`src/verilog/word_move_pkg.sv`:
```
// Constants and types for the word-move opcode decoder
package word_move_pkg;
    localparam logic [7:0] LEAD_ABS = 8'h3e;
    localparam logic [7:0] LEAD_SHORT = 8'h07;
    localparam logic [7:0] LEAD_ALT_PREFIX = 8'h3c;
    localparam logic [7:0] LEAD_INDIRECT = 8'h16;
    localparam logic [7:0] LEAD_DISP = 8'h06;
    localparam logic [7:0] LEAD_IMM_IDX = 8'h0a;
    localparam logic [7:0] LEAD_BASE_IDX = 8'h17;
    localparam logic [4:0] SUB_ST16 = 5'h09;
    localparam logic [4:0] SUB_LD24 = 5'h0a;
    localparam logic [4:0] SUB_ST24 = 5'h0b;
    localparam logic [7:0] SHORT_WORD_CODE = 8'h21;
    localparam logic [7:0] SHORT_LONG_CODE = 8'h31;
    localparam logic [3:0] LOW_NIB_WORD = 4'h1;
    localparam logic [7:0] BASE_IDX_CODE = 8'h01;
    localparam logic [2:0] PTR_STEP = 3'h2;
    localparam logic [3:0] MAX_INDIRECT = 4'h7;
    localparam logic [3:0] MAX_DISP = 4'h4;
    localparam logic [3:0] MAX_IMM_IDX = 4'h3;

    typedef enum logic [3:0] {
        OP_NONE, OP_ST_ABS16, OP_LD_ABS24, OP_ST_ABS24,
        OP_LD_SHORT_WORD, OP_LD_SHORT_LONG, OP_LD_INDIRECT,
        OP_LD_DISP, OP_LD_IMM_IDX, OP_LD_BASE_IDX
    } op_t;

    typedef enum logic [3:0] {
        PTR_NONE, PTR_ONE, PTR_TWO, PTR_THREE, PTR_FOUR, PTR_STACK,
        IDX_PAIR_TWO, IDX_BYTE, IDX_PAIR_THREE, IDX_BYTE_TWO
    } sel_t;

    typedef enum logic [1:0] {ADJ_NONE, ADJ_INC, ADJ_DEC} adj_t;

    typedef struct packed {
        op_t op;
        logic [2:0] reg_pair_field;
        sel_t base;
        sel_t index;
        adj_t adjust;
        logic [2:0] adjust_step;
        logic alt_area;
        logic [23:0] address;
        logic [7:0] offset;
    } decode_t;
endpackage : word_move_pkg

```
`src/verilog/word_move_opcode_decoder.sv`:
```
// Byte-serial decoder for the word-transfer instruction group
// Summary of operation
// - 3e then low bits 01001 stores a pair to absolute_16, low byte first.
// - 3e then low bits 01010 loads a pair from absolute_24, upper-low-middle.
// - 3e then low bits 01011 stores a pair to absolute_24, upper-low-middle.
// - In absolute forms byte two bits 7:5 are reg_pair_field, 4:0 sub-code.
// - 07 then 21 or 31 loads the accumulator via short pointer; 3c 07 prefix means alternate area.
// - 06 then nibble 0-4 selects the base of a one-byte displacement load.
// - 0a then nibble 0-3 selects the index of an immediate_offset_wide load, low-middle-upper.
`timescale 1ns/1ps
module word_move_opcode_decoder
    import word_move_pkg::*;
(
    input wire logic clk,
    input wire logic rst,
    input wire logic byte_valid,
    input wire logic [7:0] byte_data,
    output logic decode_valid,
    output decode_t decode,
    output logic undefined_instr
);
    typedef enum {
        S_LEAD, S_PREFIX2, S_SECOND, S_OPERAND, S_DONE, S_UNDEF
    } state_t;

    state_t state_r, state_nxt;
    logic [7:0] lead_r, lead_nxt;
    logic [1:0] left_r, left_nxt;
    logic [1:0] idx_r, idx_nxt;
    decode_t dec_r, dec_nxt;

    // Operand byte slot for the count of bytes already taken
    function automatic logic [4:0] slot(input op_t op, input logic [1:0] i);
        logic [4:0] r;
        r = 5'd24;
        case (op)
            OP_ST_ABS16: r = (i == 2'd0) ? 5'd0 : 5'd8;
            OP_LD_ABS24, OP_ST_ABS24:
                r = (i == 2'd0) ? 5'd16 :
                    (i == 2'd1) ? 5'd0 : 5'd8;
            OP_LD_IMM_IDX:
                r = (i == 2'd0) ? 5'd0 :
                    (i == 2'd1) ? 5'd8 : 5'd16;
            default: r = 5'd24;
        endcase
        return r;
    endfunction : slot

    always_comb begin
        logic [3:0] hi;
        logic [4:0] pos;
        hi = byte_data[7:4];
        pos = 5'd0;
        state_nxt = state_r;
        lead_nxt = lead_r;
        left_nxt = left_r;
        idx_nxt = idx_r;
        dec_nxt = dec_r;
        if (state_r == S_DONE || state_r == S_UNDEF) begin
            state_nxt = S_LEAD;
        end
        if (byte_valid) begin
            case (state_r)
                S_LEAD, S_DONE, S_UNDEF: begin
                    dec_nxt = '0;
                    lead_nxt = byte_data;
                    idx_nxt = 2'd0;
                    left_nxt = 2'd0;
                    case (byte_data)
                        LEAD_ABS, LEAD_SHORT, LEAD_INDIRECT, LEAD_DISP,
                        LEAD_IMM_IDX, LEAD_BASE_IDX: state_nxt = S_SECOND;
                        LEAD_ALT_PREFIX: state_nxt = S_PREFIX2;
                        default: state_nxt = S_UNDEF;
                    endcase
                end
                S_PREFIX2: begin
                    if (byte_data == LEAD_SHORT) begin
                        dec_nxt.alt_area = 1'b1;
                        lead_nxt = LEAD_SHORT;
                        state_nxt = S_SECOND;
                    end else begin
                        state_nxt = S_UNDEF;
                    end
                end
                S_SECOND: begin
                    state_nxt = S_UNDEF;
                    case (lead_r)
                        LEAD_ABS: begin
                            dec_nxt.reg_pair_field = byte_data[7:5];
                            case (byte_data[4:0])
                                SUB_ST16: begin
                                    dec_nxt.op = OP_ST_ABS16;
                                    left_nxt = 2'd2;
                                end
                                SUB_LD24: begin
                                    dec_nxt.op = OP_LD_ABS24;
                                    left_nxt = 2'd3;
                                end
                                SUB_ST24: begin
                                    dec_nxt.op = OP_ST_ABS24;
                                    left_nxt = 2'd3;
                                end
                                default: left_nxt = 2'd0;
                            endcase
                        end
                        LEAD_SHORT: begin
                            left_nxt = 2'd1;
                            if (byte_data == SHORT_WORD_CODE) begin
                                dec_nxt.op = OP_LD_SHORT_WORD;
                            end else if (byte_data == SHORT_LONG_CODE) begin
                                dec_nxt.op = OP_LD_SHORT_LONG;
                            end else begin
                                left_nxt = 2'd0;
                            end
                        end
                        LEAD_INDIRECT: begin
                            if (byte_data[3:0] == LOW_NIB_WORD &&
                                hi <= MAX_INDIRECT) begin
                                dec_nxt.op = OP_LD_INDIRECT;
                                case (hi[2:1])
                                    2'd0: dec_nxt.adjust = ADJ_INC;
                                    2'd1: dec_nxt.adjust = ADJ_DEC;
                                    default: dec_nxt.adjust = ADJ_NONE;
                                endcase
                                if (hi[2:1] != 2'd2 && hi[2:1] != 2'd3) begin
                                    dec_nxt.adjust_step = PTR_STEP;
                                end
                                if (hi[2:1] == 2'd3) begin
                                    dec_nxt.base = hi[0] ? PTR_FOUR : PTR_THREE;
                                end else begin
                                    dec_nxt.base = hi[0] ? PTR_TWO : PTR_ONE;
                                end
                            end
                        end
                        LEAD_DISP: begin
                            if (byte_data[3:0] == LOW_NIB_WORD &&
                                hi <= MAX_DISP) begin
                                dec_nxt.op = OP_LD_DISP;
                                left_nxt = 2'd1;
                                case (hi[2:0])
                                    3'd0: dec_nxt.base = PTR_ONE;
                                    3'd1: dec_nxt.base = PTR_STACK;
                                    3'd2: dec_nxt.base = PTR_TWO;
                                    3'd3: dec_nxt.base = PTR_FOUR;
                                    default: dec_nxt.base = PTR_THREE;
                                endcase
                            end
                        end
                        LEAD_IMM_IDX: begin
                            if (byte_data[3:0] == LOW_NIB_WORD &&
                                hi <= MAX_IMM_IDX) begin
                                dec_nxt.op = OP_LD_IMM_IDX;
                                left_nxt = 2'd3;
                                case (hi[1:0])
                                    2'd0: dec_nxt.index = IDX_PAIR_TWO;
                                    2'd1: dec_nxt.index = IDX_BYTE;
                                    2'd2: dec_nxt.index = IDX_PAIR_THREE;
                                    default: dec_nxt.index = IDX_BYTE_TWO;
                                endcase
                            end
                        end
                        LEAD_BASE_IDX: begin
                            if (byte_data == BASE_IDX_CODE) begin
                                dec_nxt.op = OP_LD_BASE_IDX;
                                dec_nxt.base = PTR_ONE;
                                dec_nxt.index = IDX_BYTE;
                            end
                        end
                        default: dec_nxt.op = OP_NONE;
                    endcase
                    // Ops without operand bytes finish on the second byte
                    if (dec_nxt.op != OP_NONE) begin
                        state_nxt = (left_nxt == 2'd0) ? S_DONE : S_OPERAND;
                    end
                end
                S_OPERAND: begin
                    if (dec_r.op == OP_LD_SHORT_WORD ||
                        dec_r.op == OP_LD_SHORT_LONG ||
                        dec_r.op == OP_LD_DISP) begin
                        dec_nxt.offset = byte_data;
                    end else begin
                        pos = slot(dec_r.op, idx_r);
                        case (pos)
                            5'd0: dec_nxt.address[7:0] = byte_data;
                            5'd8: dec_nxt.address[15:8] = byte_data;
                            5'd16: dec_nxt.address[23:16] = byte_data;
                            default: dec_nxt.offset = dec_r.offset;
                        endcase
                    end
                    idx_nxt = idx_r + 2'd1;
                    left_nxt = left_r - 2'd1;
                    if (left_r == 2'd1) begin
                        state_nxt = S_DONE;
                    end
                end
                default: state_nxt = S_LEAD;
            endcase
        end
    end

    always_ff @(posedge clk or posedge rst) begin
        if (rst) begin
            state_r <= S_LEAD;
            lead_r <= 8'h00;
            left_r <= 2'd0;
            idx_r <= 2'd0;
            dec_r <= '0;
        end else begin
            state_r <= state_nxt;
            lead_r <= lead_nxt;
            left_r <= left_nxt;
            idx_r <= idx_nxt;
            dec_r <= dec_nxt;
        end
    end

    // decode_valid lasts one cycle, undefined_instr stays high over back-to-back unlisted lead bytes; the held fields stay until the next lead byte
    assign decode_valid = (state_r == S_DONE);
    assign undefined_instr = (state_r == S_UNDEF);
    assign decode = dec_r;
endmodule : word_move_opcode_decoder

```
`config.mk`:
```
export PLATFORM = sky130hd
export DESIGN_NAME = word_move_opcode_decoder
export DESIGN_NICKNAME = d
export VERILOG_FILES = /design/src/verilog/word_move_pkg.sv /design/src/verilog/word_move_opcode_decoder.sv
export SDC_FILE = /design/constraint.sdc
export NUM_CORES = 1
export LEC_CHECK = 0
export BUFFER_PORTS_ARGS = -buffer_cell sky130_fd_sc_hd__buf_2
export CAP_MARGIN = 20
export CELL_PAD_IN_SITES_DETAIL_PLACEMENT = 2
export CELL_PAD_IN_SITES_GLOBAL_PLACEMENT = 2
export CORE_UTILIZATION = 39
export DETAILED_ROUTE_END_ITERATION = 8
export PLACE_DENSITY_LB_ADDON = 0.1
export SYNTH_ARGS = -nofsm -noshare
export SYNTH_HDL_FRONTEND = slang
export SYNTH_SLANG_ARGS = --single-unit
```
`constraint.sdc`:
```
create_clock -name clk -period 8.6 [get_ports clk]
set_input_delay 1.72 -clock clk [delete_from_list [all_inputs] [get_ports clk]]
set_output_delay 1.72 -clock clk [all_outputs]
set_load 0.02 [all_outputs]
```
# Yosys cells after proc, flatten, opt, wreduce, memory -nomap -nowiden
# Cells that the tools add are included.
[classes]
addsub = 2
n_mul = 0
div = 0
order_cmp = 3
eq_ne = 63
n_shift = 0
mux = 64
bitwise = 0
reduce_logical = 36
[ops]
columns = ["op", "count"]
rows = [
  ["case mux 32 bit (4 select lines)", 1],
  ["two-way mux 32 bit", 3],
  ["== test 32 x 2 -> 1 bit, second input constant", 2],
  ["== test 32 x 3 -> 1 bit, second input constant", 2],
  ["== test 32 x 4 -> 1 bit, second input constant", 2],
  ["case mux 32 bit (2 select lines)", 1],
  ["two-way mux 4 bit", 13],
  ["two-way mux 8 bit", 6],
  ["== test 8 x 6 -> 1 bit, second input constant", 5],
  ["two-way mux 5 bit", 8],
  ["case mux 20 bit (2 select lines)", 1],
  ["case mux 4 bit (3 select lines)", 3],
  ["== test 32 x 1 -> 1 bit, second input constant", 1],
  ["== test 8 x 3 -> 1 bit, second input constant", 4],
  ["== test 8 x 5 -> 1 bit, second input constant", 4],
  ["logical NOT 32 bit", 1],
  ["two-way mux 24 bit", 1],
  ["case mux 4 bit (6 select lines)", 1],
  ["two-way mux 3 bit", 7],
  ["== test 5 x 4 -> 1 bit, second input constant", 4],
  ["== test 8 x 4 -> 1 bit, second input constant", 2],
  ["case mux 8 bit (2 select lines)", 1],
  ["AND reduction 4 bit", 4],
  ["case mux 5 bit (3 select lines)", 1],
  ["other kinds (43)", 90],
]
[word_totals]
ff_bits = 97
latchBits = 0
ramBits = 0
romBits = 0
input_bits = 11
output_inout_bits = 55
wordCells = 183
memories = 0

# Logic depth before layout (Yosys ltp)
[depth]
word_depth = 11
depth_mapped = 10
ltp_nobuf = 9

# Least setup slack after synthesis
# OpenSTA, ideal clock, no wires.
[synth_timing]
path_type = "input -> register"
startpoint = "input byte_data[3]"
endpoint = "register state_r[1]"
setup_ps = 124
arrival_time_ps = 3755
required_time_ps = 8476
setup_slack_ps = 4721
stages = 7
path_buffers = 1
path_cell_list = "or4b_1 buf_4 nor3_4 mux2i_1 o221ai_1 or4_4 a211o_1"
[synth_between]
elab_chain_len = 11
[synth_lines]
columns = ["item", "line_no", "source"]
rows = [
  ["start, declared", "word_move_opcode_decoder.sv:17", "input wire logic [7:0] byte_data,"],
  ["== test 5 x 4 -> 1 bit (tied with other cells)", "word_move_opcode_decoder.sv:90", "case (byte_data[4:0])"],
  ["OR reduction 2 bit (no source line) (tied with other cells)", "-", ""],
  ["case mux 2 bit (2 select lines) (tied with other cells)", "word_move_opcode_decoder.sv:90", ""],
  ["case mux 2 bit (4 select lines)", "word_move_opcode_decoder.sv:87", "case (lead_r)"],
  ["two-way mux 2 bit", "word_move_opcode_decoder.sv:63", "case (state_r)"],
  ["two-way mux 2 bit", "word_move_opcode_decoder.sv:62", "if (byte_valid) begin"],
  ["logical NOT 2 bit", "word_move_opcode_decoder.sv:173", "state_nxt = (left_nxt == 2'd0) ? S_DONE : S_OPERAND;"],
  ["two-way mux 3 bit", "word_move_opcode_decoder.sv:173", ""],
  ["two-way mux 3 bit", "word_move_opcode_decoder.sv:172", "if (dec_nxt.op != OP_NONE) begin"],
  ["case mux 32 bit (4 select lines) *", "word_move_opcode_decoder.sv:63", ""],
  ["two-way mux 32 bit *", "word_move_opcode_decoder.sv:62", ""],
  ["net state_nxt[1]", "word_move_opcode_decoder.sv:26", "state_t state_r, state_nxt;"],
  ["end signal, assigned", "word_move_opcode_decoder.sv:209", "state_r <= state_nxt;"],
  ["end, declared", "word_move_opcode_decoder.sv:26", ""],
]
# The timed path passes the listed nets; every way through them passes the cells marked *. The select of a mux whose other input is x is not followed.
# A chain may end at the register's enable or synchronous reset.

# Worst setup path in the final report
[layout_timing]
startpoint = "register state_r[4]"
endpoint = "output undefined_instr"
[layout_between]
elab_chain_len = 1
[layout_lines]
columns = ["item", "line_no", "source"]
rows = [
  ["== test 32 x 4 -> 1 bit", "word_move_opcode_decoder.sv:219", "assign undefined_instr = (state_r == S_UNDEF);"],
  ["end, declared", "word_move_opcode_decoder.sv:20", "output logic undefined_instr"],
]
# No other way between the ends.

==> qor.log <==
qor: finish.most-common-layout-cells sky130_fd_sc_hd__dfrtp_1, sky130_fd_sc_hd__buf_2, sky130_fd_sc_hd__nand2_1
qor: power_and_ir_drop.total_leakage_power 2.71 nW
qor: route.detail_route.first_pass.iterations 6
qor: timing.hold_viol 0
qor: logic_synthesis.synth_compound_area_share 15.0%
qor: clocking.insertion_delay 0.35 ns
qor: timing.report.final.slew_viol_count 0
qor: run_status.outcome finished with violations
qor: timing.skew 0.00830 ns
qor: run_status.violated_checks DRC
qor: clocking.cts.root.buffer_cell sky130_fd_sc_hd__clkbuf_16
qor: finish.final_nets 531
qor: finish.seq_area 2330 sq um
qor: timing.setup_tns 0 ns
qor: route.wirelength 14.5 mm
qor: logic_synthesis.synth-adder-area-share 1.33%
qor: clocking.cts.htree.levels 3
qor: clocking.maximum_number_of_buffers_from_clock_root_to_sink 2
qor: placement.detailedPlacementHpwl 10.4 mm
qor: job.max-cap-violations 0
qor: timing.rsz_0062_raised_after_global_routing no
qor: floorplanning.coreArea 11600 sq um
qor: timing.slew_headroom 32.9%
qor: finish.synth_to_final_area_change 16.0%
qor: critical_path.worst-path-max-fanout 10
qor: floorplanning.vertical_die_dimension 112 um
qor: clocking.hold_buffers 0
qor: clocking.clock_sink_count 93
qor: logic_synthesis.dominant_combinational_cell_family_by_area_after_synthesis simple AND/OR/NAND/NOR gates
qor: clocking.tritoncts_clock_tree built
qor: route.drt_iter0_drc 158
qor: floorplanning.floorplan.die.width 112 um
qor: floorplanning.boundaryPins 66
qor: logic_synthesis.synth_seq_cells 93
qor: placement.gp_congestion 0.835
qor: critical_path.nature_of_the_critical_path_startpoint flip-flop
qor: logic_synthesis.postSynthCellCount 463
qor: route.ant_nets 0
qor: timing.tightestPinTransition 0.993 ns
qor: finish.multiInputGateArea 2230 sq um
qor: floorplanning.initial_core_util 40.6%
qor: grt.wire_length_of_the_first_global_routing_pass 24.0 mm
qor: logic_synthesis.postSynth.asyncResetShare 100%
qor: timing.clock.fmax 241 MHz
qor: finish.antennaDiodeCount 0
qor: finish.post-route-cell-area 5470 sq um
qor: placement.dpl-instance-area 5120 sq um
qor: logic_synthesis.synthXorXnorAreaFrac 0.186%
qor: grt.vias_in_the_first_global_route 4179
qor: critical_path.category_of_the_worst_setup_path_capture_point output pin
qor: finish.commonest_non_fill_non_tap_cell_in_the_layout sky130_fd_sc_hd__dfrtp_1
qor: floorplanning.floorplan.rows 39
qor: route.vias 3833
qor: logic_synthesis.mappedNetlistArea 4710 sq um
qor: placement.place.port_buffers 62
qor: critical_path.worst-endpoint-arrival 2.43 ns
qor: grt.overflow 0
qor: logic_synthesis.synthDistinctLibCells 67
qor: logic_synthesis.synthesis.area_per_instance 10.2 sq um
qor: timing.setup_viol_count_final 0
qor: grt.groute.usage.overall 24.8%
qor: grt.antenna_violations_before_repair 0
qor: grt.grt_max_degree 49
qor: finish.drive_above_1_share 23.7%
qor: route.route.detailed.wl_per_inst 21.9 um
qor: min_path.hold_path.class reg -> reg
qor: floorplanning.die_area 12500 sq um
qor: route.detail_route.drc_violations 3
qor: critical_path.worstSetupPathType reg -> out
qor: logic_synthesis.warnings_synthesis 0
qor: route.post_drt_via_cell_ratio 5.78
qor: clocking.number_of_post_cts_setup_repair_buffers 0
qor: finish.n_fill_cell 1198
qor: power_and_ir_drop.peakVddDrop 0.0997 mV
qor: timing.share_of_the_cycle_needed_by_the_critical_path_after_routing 48.2%
qor: logic_synthesis.post_synth_and_or_nand_nor_area_fraction 22.1%
qor: logic_synthesis.synth_edf_count 0
qor: clocking.clkSlewWorstSetupHoldPaths 0.07 ns
qor: logic_synthesis.post_synth_mux_area_share 8.33%
qor: power_and_ir_drop.totalPowerFinal 1.10 mW
qor: logic_synthesis.synth_sequential_area_ratio 49.4%
qor: critical_path.cp.required 6.88 ns
qor: power_and_ir_drop.power_density 201 nW/um^2
qor: logic_synthesis.ys.flop_type sky130_fd_sc_hd__dfrtp_1
qor: clocking.cts_repair_resize_count 0
qor: timing.period_needed 4.15 ns
qor: clocking.numCtsBuffers 9
==> cell usage after synthesis (7+ instances only) <==
cell | n | area share (%)
sky130_fd_sc_hd__and2_1 | 31 | 4.1
sky130_fd_sc_hd__inv_1 | 14 | 1.1
sky130_fd_sc_hd__mux2_2 | 33 | 7.9
sky130_fd_sc_hd__a21oi_1 | 15 | 1.6
sky130_fd_sc_hd__o21ai_1 | 10 | 1.1
sky130_fd_sc_hd__nand3_1 | 11 | 1.2
sky130_fd_sc_hd__nor4_1 | 12 | 1.6
sky130_fd_sc_hd__o21ai_0 | 22 | 2.3
sky130_fd_sc_hd__nor2_1 | 32 | 2.5
sky130_fd_sc_hd__dfrtp_1 | 93 | 49
sky130_fd_sc_hd__nor3_1 | 9 | 0.96
sky130_fd_sc_hd__clkbuf_1 | 14 | 1.1
sky130_fd_sc_hd__nand2_1 | 41 | 3.3
sky130_fd_sc_hd__a22o_1 | 7 | 1.3
==> kinds of logic after synthesis <==
kind of cell	count (synthesis)
xor+xnor	1
flops	93
buf+inv	39
other cells	1
compound gates	103
simple gates	186
fa+ha+maj	5
mux	35
==> power breakdown <==
| part | leakage [nW] | internal (mW) | switching (mW) | total, mW |
|---|---|---|---|---|
| Clock | 0.170 | 0.289 | 0.183 | 0.473 |
| Sequential | 1.28 | 0.451 | 0.0291 | 0.480 |
| Combinational | 1.26 | 0.0513 | 0.0975 | 0.149 |
| Total | 2.71 | 0.792 | 0.310 | 1.10 |
==> state kept, by name (all words and copies together), names as in the netlist <==
signal	count
state_r	32
idx_r	2
decode	49
lead_r	8
left_r	2
==> stage by stage <==
| stage | setup WS [ns] | hold WS [ns] | utilization, % | std cells |
|---|---|---|---|---|
| after floorplan | 4.46 | 0.454 | - | 465 |
| after global placement | 4.35 | 0.454 | 44.1 | 647 |
| after detailed placement | 4.28 | 0.473 | 44.1 | 647 |
| after CTS | 4.41 | 0.489 | 47.1 | 663 |
| after global routing | 4.21 | 0.499 | 47.1 | 663 |
| final | 4.45 | 0.483 | 47.1 | 663 |
==> final timing paths <==
check | start | cells past startpoint | slack (ns) | to
max in group asynchronous | rst | 3 | 5.98 | decode[38]
worst max register to register | state_r[4] | 7 | 5.49 | decode[46]
worst min register to register | decode[42] | 2 | 0.48 | decode[42]
worst max-delay path | state_r[4] | 6 | 4.45 | undefined_instr
worst min-delay path | decode[42] | 2 | 0.48 | decode[42]
min in group asynchronous | rst | 2 | 1.47 | decode[30]
==> final cells by class <==
class	count	share of cell area, %
flip-flops and latches	93	42.5
clock buffers	9	4.12
multi-input cells	333	40.8
clock inverters	7	2.36
well taps	143	3.27
inverters	14	0.984
repair buffers	64	5.95
==> critical path, stage by stage, from the launching register on <==
cell                      delay, ns
sky130_fd_sc_hd__dfrtp_1       0.41
sky130_fd_sc_hd__nor4_1        0.30
sky130_fd_sc_hd__nand4_1       0.21
sky130_fd_sc_hd__or2_1         0.41
sky130_fd_sc_hd__nor2_1        0.38
sky130_fd_sc_hd__and3_1        0.21
sky130_fd_sc_hd__buf_2         0.16
==> routing by layer <==
metal / vias to the layer above / track usage [%] / routed length (um)
li1: 1776 / - / -
met1: 1978 / 30.6 / 6390
met2: 58 / 44.1 / 7430
met3: 21 / 3.54 / 406
met4: 0 / 9.24 / 317
met5: - / 0 / 0
Power figures use the tool's default switching activity.
